<file path="src/hdl/prfs_regs.svh">
// constants for the management field-semantics register bank
// assumes: included by bare name from the package and design modules
`ifndef PRFS_REGS_SVH
`define PRFS_REGS_SVH

`define PRFS_ADDR_W        5
`define PRFS_DATA_W        16
// register indices on the management address
`define PRFS_IDX_CTRL      5'h00
`define PRFS_IDX_STAT      5'h01
`define PRFS_IDX_EVT       5'h02
`define PRFS_IDX_SCRATCH   5'h03
`define PRFS_IDX_CFG       5'h04
`define PRFS_IDX_KEY       5'h05
// control register fields
`define PRFS_CTRL_RST_BIT  15
`define PRFS_CTRL_START_BIT 14
`define PRFS_CTRL_MODE_LSB 0
`define PRFS_CTRL_MODE_W   4
// status register fields
`define PRFS_STAT_LH_BIT   0
`define PRFS_STAT_LL_BIT   1
`define PRFS_STAT_BUSY_BIT 2
`define PRFS_STAT_ACT_LSB  4
// reset values
`define PRFS_CTRL_MODE_RST 4'h0
`define PRFS_CFG_RST       16'h1E00
`define PRFS_ZERO16        16'h0000
`define PRFS_ONE8          8'h01
// function run time for self-clearing start
`define PRFS_FUNC_NS       40
`define PRFS_CLK_NS        4
`define PRFS_SRST_NS       8

`endif

</file>
<file path="src/hdl/prfs_pkg.sv">
// types shared by the field-semantics bank and its self-clearing timer
// assumes: constants come from prfs_regs.svh
`include "prfs_regs.svh"
package prfs_pkg;
  typedef logic [`PRFS_DATA_W-1:0] prfs_word_t;
  typedef logic [`PRFS_ADDR_W-1:0] prfs_addr_t;

  // one management access, valid for a single cycle
  typedef struct packed {
    logic       rd;
    logic       wr;
    prfs_addr_t addr;
    prfs_word_t wdata;
  } prfs_req_s;

  typedef struct packed {
    logic       valid;
    prfs_word_t rdata;
  } prfs_rsp_s;

  typedef enum logic [1:0] {
    PRFS_IDLE,
    PRFS_RUN,
    PRFS_DONE
  } prfs_run_e;
endpackage

</file>
<file path="src/hdl/prfs_sc_timer.sv">
// self-clearing function timer: a one-cycle start runs a fixed-length job
// assumes: start is a one-cycle pulse from the bank; single clock domain
`timescale 1ns/1ps
`include "prfs_regs.svh"
module prfs_sc_timer #(
  parameter int RUN_CYC = 10
) (
  // clock and reset
  input  wire logic             sys_clk,
  input  wire logic             rst_b,
  // control
  input  wire logic             start,
  output      logic             busy,
  output      logic             done
);
  import prfs_pkg::*;

  // ===================================================================
  // state
  prfs_run_e         state_ff,
                     nxt_state;
  logic [15:0]       cnt_ff,
                     nxt_cnt;

  always_comb begin
    nxt_state = state_ff;
    nxt_cnt   = cnt_ff;
    unique case (state_ff)
      PRFS_IDLE: begin
        if (start) begin
          nxt_state = PRFS_RUN;
          nxt_cnt   = 16'(RUN_CYC - 1);
        end
      end
      PRFS_RUN: begin
        if (cnt_ff == 16'h0000) begin
          nxt_state = PRFS_DONE;
        end else begin
          nxt_cnt = cnt_ff - 16'h0001;
        end
      end
      PRFS_DONE: begin
        nxt_state = PRFS_IDLE;
      end
    endcase
  end

  always_ff @(posedge sys_clk or negedge rst_b) begin
    if (!rst_b) begin
      state_ff <= PRFS_IDLE;
      cnt_ff   <= 16'h0000;
    end else begin
      state_ff <= nxt_state;
      cnt_ff   <= nxt_cnt;
    end
  end

  assign busy = (state_ff == PRFS_RUN);
  assign done = (state_ff == PRFS_DONE);
endmodule

</file>
<file path="src/hdl/prfs_bank.sv">
// management register bank showing each field access type of the device
// assumes: one-cycle read/write requests from the management interface logic,
// synchronous to sys_clk; status conditions are synchronous levels
//
// Contract
// - latching-high sets on high, holds until read
// - latching-low clears on low, holds until read
// - immediate fields act as soon as written
// - reserved bits read back zero
// - read-clear field restarts from zero at each read, keeping an event of the read cycle
// - rw clear-on-read: writable, zero after reset/read
// - zero-at-reset field: read/write, reset clears
// - preset field loads nonzero default at reset
// - self-clearing start runs, clears when done
// - deferred field applies only at software reset
`timescale 1ns/1ps
`include "prfs_regs.svh"
module prfs_bank #(
  parameter int ACT_W = 8
) (
  // clock and reset
  input  wire logic                 sys_clk,
  input  wire logic                 rst_b,
  // management access
  input  wire prfs_pkg::prfs_req_s  mgmt_req,
  output      prfs_pkg::prfs_rsp_s  mgmt_rsp,
  // status conditions from the transceiver core
  input  wire logic                 cond_high,
  input  wire logic                 cond_low,
  input  wire logic                 evt_pulse,
  // controls applied to the transceiver core
  output      logic [`PRFS_CTRL_MODE_W-1:0] mode_out,
  output      logic [15:0]          cfg_active,
  output      logic [15:0]          key_out,
  output      logic                 func_busy,
  output      logic                 soft_rst_pulse
);
  import prfs_pkg::*;

  localparam int FUNC_CYC = (`PRFS_FUNC_NS + `PRFS_CLK_NS - 1) / `PRFS_CLK_NS;

  // ===================================================================
  // request decode
  function automatic logic hit(input prfs_addr_t a, input prfs_addr_t idx);
    hit = (a == idx);
  endfunction

  logic rd_stat, rd_evt;
  logic wr_ctrl, wr_evt, wr_scr, wr_cfg, wr_key;

  always_comb begin
    rd_stat = mgmt_req.rd && hit(mgmt_req.addr, `PRFS_IDX_STAT);
    rd_evt  = mgmt_req.rd && hit(mgmt_req.addr, `PRFS_IDX_EVT);
    wr_ctrl = mgmt_req.wr && hit(mgmt_req.addr, `PRFS_IDX_CTRL);
    wr_evt  = mgmt_req.wr && hit(mgmt_req.addr, `PRFS_IDX_EVT);
    wr_scr  = mgmt_req.wr && hit(mgmt_req.addr, `PRFS_IDX_SCRATCH);
    wr_cfg  = mgmt_req.wr && hit(mgmt_req.addr, `PRFS_IDX_CFG);
    wr_key  = mgmt_req.wr && hit(mgmt_req.addr, `PRFS_IDX_KEY);
  end

  // ===================================================================
  // self-clearing function timer
  logic start_ff, nxt_start;
  logic t_busy, t_done;

  prfs_sc_timer #(
    .RUN_CYC (FUNC_CYC)
  ) u_timer (
    .sys_clk (sys_clk),
    .rst_b   (rst_b),
    .start   (start_ff),
    .busy    (t_busy),
    .done    (t_done)
  );

  // ===================================================================
  // field state
  logic [`PRFS_CTRL_MODE_W-1:0] mode_ff, nxt_mode;
  logic        go_ff, nxt_go;
  logic        srst_ff, nxt_srst;
  logic        lh_ff, nxt_lh;
  logic        ll_ff, nxt_ll;
  logic [ACT_W-1:0] act_ff, nxt_act;
  logic [15:0] scr_ff, nxt_scr;
  logic [15:0] evt_ff, nxt_evt;
  logic [15:0] cfg_ff, nxt_cfg;
  logic [15:0] cfgact_ff, nxt_cfgact;
  logic [15:0] key_ff, nxt_key;
  prfs_rsp_s   rsp_ff, nxt_rsp;

  always_comb begin
    nxt_mode   = mode_ff;
    nxt_go     = go_ff;
    nxt_srst   = 1'b0;
    nxt_start  = 1'b0;
    nxt_lh     = lh_ff;
    nxt_ll     = ll_ff;
    nxt_act    = act_ff;
    nxt_scr    = scr_ff;
    nxt_evt    = evt_ff;
    nxt_cfg    = cfg_ff;
    nxt_cfgact = cfgact_ff;
    nxt_key    = key_ff;
    nxt_rsp    = '0;

    // read data is sampled before any read side effect lands
    if (mgmt_req.rd) begin
      nxt_rsp.valid = 1'b1;
      unique case (mgmt_req.addr)
        `PRFS_IDX_CTRL: begin
          nxt_rsp.rdata[`PRFS_CTRL_RST_BIT]   = srst_ff;
          nxt_rsp.rdata[`PRFS_CTRL_START_BIT] = go_ff;
          nxt_rsp.rdata[`PRFS_CTRL_MODE_W-1:0] = mode_ff;
        end
        `PRFS_IDX_STAT: begin
          nxt_rsp.rdata[`PRFS_STAT_LH_BIT]   = lh_ff;
          nxt_rsp.rdata[`PRFS_STAT_LL_BIT]   = ll_ff;
          nxt_rsp.rdata[`PRFS_STAT_BUSY_BIT] = t_busy;
          nxt_rsp.rdata[`PRFS_STAT_ACT_LSB +: ACT_W] = act_ff;
        end
        `PRFS_IDX_EVT:     nxt_rsp.rdata = evt_ff;
        `PRFS_IDX_SCRATCH: nxt_rsp.rdata = scr_ff;
        `PRFS_IDX_CFG:     nxt_rsp.rdata = cfg_ff;
        // write-only key reads as zero; the manager must not use it
        default:           nxt_rsp.rdata = `PRFS_ZERO16;
      endcase
    end

    // latching status: a read rearms, the live condition wins over it
    if (rd_stat) begin
      nxt_lh  = 1'b0;
      nxt_ll  = 1'b1;
      nxt_act = '0;
    end
    if (cond_high) nxt_lh = 1'b1;
    if (!cond_low) nxt_ll = 1'b0;
    // read-clear counter; an event in the read cycle is kept
    if (evt_pulse) begin
      nxt_act = (rd_stat ? '0 : act_ff) + ACT_W'(1);
    end

    // rw clear-on-read event field
    if (rd_evt) nxt_evt = `PRFS_ZERO16;
    if (wr_evt) nxt_evt = mgmt_req.wdata;

    // control: mode acts at once, start and reset self-clear
    if (wr_ctrl) begin
      nxt_mode = mgmt_req.wdata[`PRFS_CTRL_MODE_W-1:0];
      if (mgmt_req.wdata[`PRFS_CTRL_START_BIT] && !go_ff) begin
        nxt_go    = 1'b1;
        nxt_start = 1'b1;
      end
      nxt_srst = mgmt_req.wdata[`PRFS_CTRL_RST_BIT];
    end
    if (t_done) nxt_go = 1'b0;

    if (wr_scr) nxt_scr = mgmt_req.wdata;
    if (wr_cfg) nxt_cfg = mgmt_req.wdata;
    if (wr_key) nxt_key = mgmt_req.wdata;

    // software reset: deferred config takes effect, scratch, event and mode restart
    if (srst_ff) begin
      nxt_cfgact = cfg_ff;
      nxt_scr    = `PRFS_ZERO16;
      nxt_evt    = `PRFS_ZERO16;
      nxt_mode   = `PRFS_CTRL_MODE_RST;
    end
    // status and unused indices have no write path, so writes there drop
  end

  always_ff @(posedge sys_clk or negedge rst_b) begin
    if (!rst_b) begin
      mode_ff   <= `PRFS_CTRL_MODE_RST;
      go_ff     <= 1'b0;
      srst_ff   <= 1'b0;
      start_ff  <= 1'b0;
      lh_ff     <= 1'b0;
      ll_ff     <= 1'b1;
      act_ff    <= '0;
      scr_ff    <= `PRFS_ZERO16;
      evt_ff    <= `PRFS_ZERO16;
      cfg_ff    <= `PRFS_CFG_RST;
      cfgact_ff <= `PRFS_CFG_RST;
      key_ff    <= `PRFS_ZERO16;
      rsp_ff    <= '0;
    end else begin
      mode_ff   <= nxt_mode;
      go_ff     <= nxt_go;
      srst_ff   <= nxt_srst;
      start_ff  <= nxt_start;
      lh_ff     <= nxt_lh;
      ll_ff     <= nxt_ll;
      act_ff    <= nxt_act;
      scr_ff    <= nxt_scr;
      evt_ff    <= nxt_evt;
      cfg_ff    <= nxt_cfg;
      cfgact_ff <= nxt_cfgact;
      key_ff    <= nxt_key;
      rsp_ff    <= nxt_rsp;
    end
  end

  // ===================================================================
  // outputs, all registered
  logic busy_ff;
  always_ff @(posedge sys_clk or negedge rst_b) begin
    if (!rst_b) begin
      busy_ff <= 1'b0;
    end else begin
      busy_ff <= nxt_go;
    end
  end

  assign mgmt_rsp       = rsp_ff;
  assign mode_out       = mode_ff;
  assign cfg_active     = cfgact_ff;
  assign key_out        = key_ff;
  assign func_busy      = busy_ff;
  assign soft_rst_pulse = srst_ff;
endmodule

</file>
<file path="config.mk">
export PLATFORM = sky130hd
export DESIGN_NAME = prfs_bank
export DESIGN_NICKNAME = d
export VERILOG_FILES = /design/src/hdl/prfs_pkg.sv /design/src/hdl/prfs_sc_timer.sv /design/src/hdl/prfs_bank.sv
export VERILOG_INCLUDE_DIRS = /design/src /design/src/hdl
export SDC_FILE = /design/constraint.sdc
export NUM_CORES = 1
export LEC_CHECK = 0
export BUFFER_PORTS_ARGS = -buffer_cell sky130_fd_sc_hd__buf_2
export CAP_MARGIN = 20
export CORE_MARGIN = 2
export CORE_UTILIZATION = 51
export DETAILED_ROUTE_END_ITERATION = 7
export PLACE_DENSITY = 0.79
export SLEW_MARGIN = 15
export SYNTH_ARGS = -nofsm -noshare
export SYNTH_HDL_FRONTEND = slang
export SYNTH_SLANG_ARGS = --single-unit
</file>
<file path="constraint.sdc">
create_clock -name sys_clk -period 1.7 [get_ports sys_clk]
set_input_delay 0.17 -clock sys_clk [delete_from_list [all_inputs] [get_ports sys_clk]]
set_output_delay 0.17 -clock sys_clk [all_outputs]
set_load 0.02 [all_outputs]
</file>
---- After elaboration in Yosys (flattened, before gate mapping) ----
Cells that the tools add are included.
storage, ports and cells
  register bits ........................... 132
  output and inout bits ................... 55
  logic and storage cells ................. 82
cells by class
  add/subtract/negate cells ............... 2
  equal/unequal tests ..................... 11
  multiplexer cells ....................... 31
  reduce and logical (&&, ||, !) cells .... 22
operator list
  operator                                                                 count
  16-bit 2-to-1 mux                                                        7
  16-bit case mux with 2 select lines                                      1
  8-bit case mux with 4 select lines                                       1
  17-bit 2-to-1 mux                                                        1
  16-bit logical NOT                                                       1
  8-bit 2-to-1 mux                                                         2
  16-bit by 1-bit subtractor with 16-bit output, second input constant     1
  3-bit case mux with 5 select lines                                       1
  2-bit case mux with 3 select lines                                       2
  2-bit nonzero test                                                       6
  5-bit by 2-bit == test with 1-bit output, second input constant          2
  5-bit by 3-bit == test with 1-bit output, second input constant          2
  1-bit 2-to-1 mux                                                         10
  8-bit by 1-bit adder with 8-bit output, second input constant            1
  1-bit logical AND                                                        8
  4-bit 2-to-1 mux                                                         2
  2-bit case mux with 4 select lines                                       1
  5-bit by 1-bit == test with 1-bit output, second input constant          1
  5-bit logical NOT                                                        1
  2-bit 2-to-1 mux                                                         2
  2-bit by 1-bit inequality test with 1-bit output, second input constant  2
  2-bit inequality test, second input constant                             2
  1-bit case mux with 4 select lines                                       1
  2-bit AND reduction                                                      2
  6 further kinds                                                          6

---- Depth between registers and ports, before layout ----
  word-level depth ........................ 5
  depth in mapped cells ................... 8

---- Hierarchy ----
From an unflattened synthesis, not the netlist that was laid out.
unflattened totals
  cells, all modules ...................... 538
  area, all modules ....................... 6269.8 µm²
by module, submodules not included
  module         times used  cells an instance  area each (µm²)  sequential area each (µm²)
  prfs_bank      1           420                5147.4           2864.0
  prfs_sc_timer  1           118                1122.3           450.4

---- Worst setup path before layout ----
Ideal clock, no wire load.
  kind .................................... register to register
  from .................................... reg u_timer.state_ff[1]
  to ...................................... reg u_timer.cnt_ff[12]
  library setup time ...................... 0.077 ns
  arrival ................................. 1.756 ns
  path slack .............................. -0.134 ns
  stages on the path, launching flop included .. 8
  path buffers ............................ 1
  path through ............................ dfrtp_1 > inv_1 > ha_1 > nor4b_1 > and4_2 > buf_4 > or4_1 > a21oi_1
between the ends
  longest elaborated chain between the ends .. 3
RTL lines
  element                                                                               line                 text
  start: declaration                                                                    prfs_sc_timer.sv:20  prfs_run_e state_ff,
  start signal: assignment                                                              prfs_sc_timer.sv:53  state_ff <= nxt_state;
  2-bit by 1-bit == test with 1-bit output / 2-bit logical NOT (equally long branches)  prfs_sc_timer.sv:28  unique case (state_ff)
  2-bit inequality test (no source line) / 2-bit nonzero test (equally long branches)   n/a
  3-bit AND reduction (no source line)                                                  n/a
  end signal: assignment                                                                prfs_sc_timer.sv:54  cnt_ff <= nxt_cnt;
  end: declaration                                                                      prfs_sc_timer.sv:22  logic [15:0] cnt_ff,
Several ways; a longest one is shown, not always the timed one.
A chain may end at the register's enable or synchronous reset.

---- Worst setup path in the final report ----
  from .................................... reg u_timer.cnt_ff[0]
  to ...................................... reg u_timer.cnt_ff[0]
between the ends
  longest elaborated chain between the ends .. 3
RTL lines
  element                                                                                     line
  16-bit by 1-bit subtractor with 16-bit output / 16-bit logical NOT (equally long branches)  prfs_sc_timer.sv:39, prfs_sc_timer.sv:36
  16-bit 2-to-1 mux / 2-bit inequality test (equally long branches)                           n/a
  16-bit case mux with 2 select lines / 3-bit AND reduction (equally long branches)           n/a
Several ways; a longest one is shown, not always the timed one. The select of a mux whose other input is x is not followed.

==> flow_metrics.tcl <==
set metrics [dict create \
    dp_worst_setup_slack_ns -0.198 \
    grt.met3_usage 0.0741 \
    num-nets-final 648 \
    htree_levels 4 \
    die_h_um 110 \
    ys_seq_area_frac 0.576 \
    cp_num_buf_inv 1 \
    synthAdderAreaFrac 0.0131 \
    yosysUniqueCellTypes 48 \
    syn_to_final_growth_pct 29.5 \
    grt_pass1_vias 4875 \
    clk_pin_slew_worst_paths_ns 0.06 \
    fin_crit_sh 1.12 \
    grt.busiest_layer "met2" \
    r2r_slack_ns -0.21 \
    max_stage_delay_ns 0.40 \
    dr_total_vias 4895 \
    worstHoldPathCells 2 \
    start_kind "flip-flop" \
    synth_most_common_cell "dfrtp_1" \
    maxSlewViolCount 0 \
    power_density_nw_per_um2 1490 \
    layout-drive-gt1-share 0.405 \
    grt_pass1_wl_mm 24.9 \
    cp.depth 6 \
    worstPathRequired_ns 2.05 \
    crit_fanout 4 \
    cp-end-kind "flip-flop" \
    drv_cap 0 \
    path_delay_family "simple AND/OR/NAND/NOR gates" \
    grt_overflow 0 \
    postSynthCellCount 492 \
    via_per_inst 6.38 \
    cts_buffers 17 \
    period_needed_ns 1.91 \
    routabilityCongestion 0.837 \
    synth-simple-area-share 0.142 \
    synth_compound_area_frac 0.117 \
    drtPass1Iterations 6 \
    clock_latency_ns 0.42 \
    dp_hpwl_mm 10.0 \
    status "finished, violations left" \
    wl_per_cell_um 21.2 \
    cts_tree "yes" \
    final_cells 767 \
    dpl_cell_area_sq_um 6550 \
    placedCellCount 720 \
    worst_pin_slew_ns 0.924 \
    synth_edf_count 0 \
    yosys-top-cells-count "dfrtp_1 (123), mux2_2 (52), a21oi_1 (48)" \
    synth_top_family_by_area "simple AND/OR/NAND/NOR gates" \
    peakVddDrop_mv 0.856 \
    grt_max_degree 66 \
    min_to "evt_ff[12]" \
    grt_usage 0.275 \
    use_met1 0.358 \
    use_met2 0.440 \
    violations "setup timing" \
    slew_headroom 0.384 \
    core-area_sq_um 10900 \
    yosysTopAreaCell "dfrtp_1" \
    fmax_mhz 525 \
    hold_class "in2reg" \
    fin_ws_ns -0.206 \
    clk_path_buf_depth 2 \
    dieArea_sq_um 12100 \
    synth_top_area_frac 0.535 \
    p_leak_uw 0.00346 \
    dr.first_iter.drc_count 536 \
    fin_area_sq_um 7450 \
    ys_async_sr_fraction 1.00 \
    synthMuxAreaShare 0.112 \
    rr_startpoint "u_timer.cnt_ff[0]" \
    synth_ff_type "dfrtp_1" \
    port_buffers 82 \
    antenna_found_initial 0 \
    clock-sinks 132 \
    crit_chain "inv_2 -> ha_4 -> nor4b_4 -> nand4_1 -> mux2_4 -> a21oi_2" \
    row_count 38 \
    synthesis.area_sq_um 5750 \
    synth.area.top_cells "dfrtp_1 (54%), mux2_2 (10%), a21oi_1 (4.2%), dfstp_2 (4.1%), nand2_1 (2.9%)" \
    worstSetupPathType "reg2reg" \
    skew_ns 0.00919 \
    yosys_register_bits 132 \
    num_antenna_cells 0 \
    rsz0062_at_grt "true" \
    avgSynthCellArea_sq_um 11.7 \
    reg2reg_to "u_timer.cnt_ff[0]" \
    io_pins 83 \
    hold_violations 0 \
    synthesis.nets 526 \
    synth_xor_area_frac 0.00914 \
    critPathArrivalTime_ns 2.25 \
    cp_slowest_cell "dfrtp_1" \
    setup-violations-final 18 \
    ys_warn_count 0 \
    fp.dieW_um 110 \
    holdCritStartpoint "mgmt_req[12]" \
    ant_nets 0 \
    routed_wirelength_mm 16.3 \
    r2r_cells 6 \
    cts-root-buf "clkbuf_16" \
    drc 0 \
    initial_core_util 0.526 \
]
==> worst max path at each step <==
stage,from,to
finish,u_timer.cnt_ff[0],u_timer.cnt_ff[0]
global route,u_timer.cnt_ff[1],u_timer.cnt_ff[1]
CTS,u_timer.state_ff[0],u_timer.cnt_ff[13]
detailed placement,u_timer.state_ff[1],u_timer.cnt_ff[13]
global placement,u_timer.state_ff[1],u_timer.cnt_ff[15]
floorplan,u_timer.cnt_ff[1],u_timer.cnt_ff[12]
==> sequential cells by signal, indices dropped and copies added (netlist names), 2 cells and up <==
register          count
u_timer.state_ff      2
mode_out              4
u_timer.cnt_ff       16
evt_ff               16
cfg_ff               16
cfg_active           16
key_out              16
scr_ff               16
mgmt_rsp             17
act_ff                8
==> cells by family (layout without fill, tap and decap cells) <==
| kind of cell | count (synthesis) | after routing |
|---|---|---|
| compound gates | 101 | 101 |
| xor+xnor | 6 | 6 |
| fa+ha+maj | 6 | 6 |
| buf+inv | 36 | 169 |
| flops | 132 | 132 |
| mux | 58 | 58 |
| simple gates | 153 | 155 |
==> per-layer routing <==
metal,wire length [um],vias to the layer above
met4,504,0
met1,6360,2462
met2,7790,311
li1,-,2068
met5,0,-
met3,1630,54
==> final cells by class <==
cell class | count | area, sq um
multi-input cells | 326 | 2450
clock buffers | 23 | 478
fillers | 748 | 3490
inverters | 6 | 22.5
well taps | 140 | 175
repair buffers | 131 | 855
flip-flops and latches | 132 | 3320
clock inverters | 9 | 151
==> power by group <==
group          internal, uW  switching (uW)  total, uW
combinational          1300            1460       2760
sequential             3770             658       4430
clock                  2560            1320       3880
total                  7640            3440      11100
==> repair_timing <==
action,4_1_cts,5_1_grt
setup buffers,6,4
hold buffers,3,0
pin swaps,11,8
endpoints found under the hold margin,126,0
gates cloned,2,0
gates resized for setup,13,18
endpoints found under the setup margin,12,19
==> cells in the final DEF, fill, tap and decap left out, types with 12 or more instances in the layout <==
cell type / Yosys / layout
dfrtp_1: 123 / 120
buf_2: 12 / 81
mux2_2: 52 / 50
nand2_1: 45 / 45
a21oi_1: 48 / 43
buf_4: 4 / 41
nand3_1: 32 / 32
nor2_1: 19 / 19
clkbuf_16: 0 / 17
a222oi_1: 16 / 16
a22o_1: 12 / 12
==> per-stage QoR <==
step / utilization / hold slack [ns] / power (uW) / setup TNS [ns]
floorplan: - / -0.126 / 5610 / -0.0166
global placement: 0.599 / -0.00851 / 6390 / -0.0165
detailed placement: 0.599 / -0.0100 / 6570 / -1.13
CTS: 0.670 / 0.00789 / 10700 / -0.0841
global route: 0.681 / 0.0187 / 11500 / -2.91
finish: 0.681 / 0.0187 / 11100 / -2.06
Note: power is estimated with default switching activity, not from simulation.
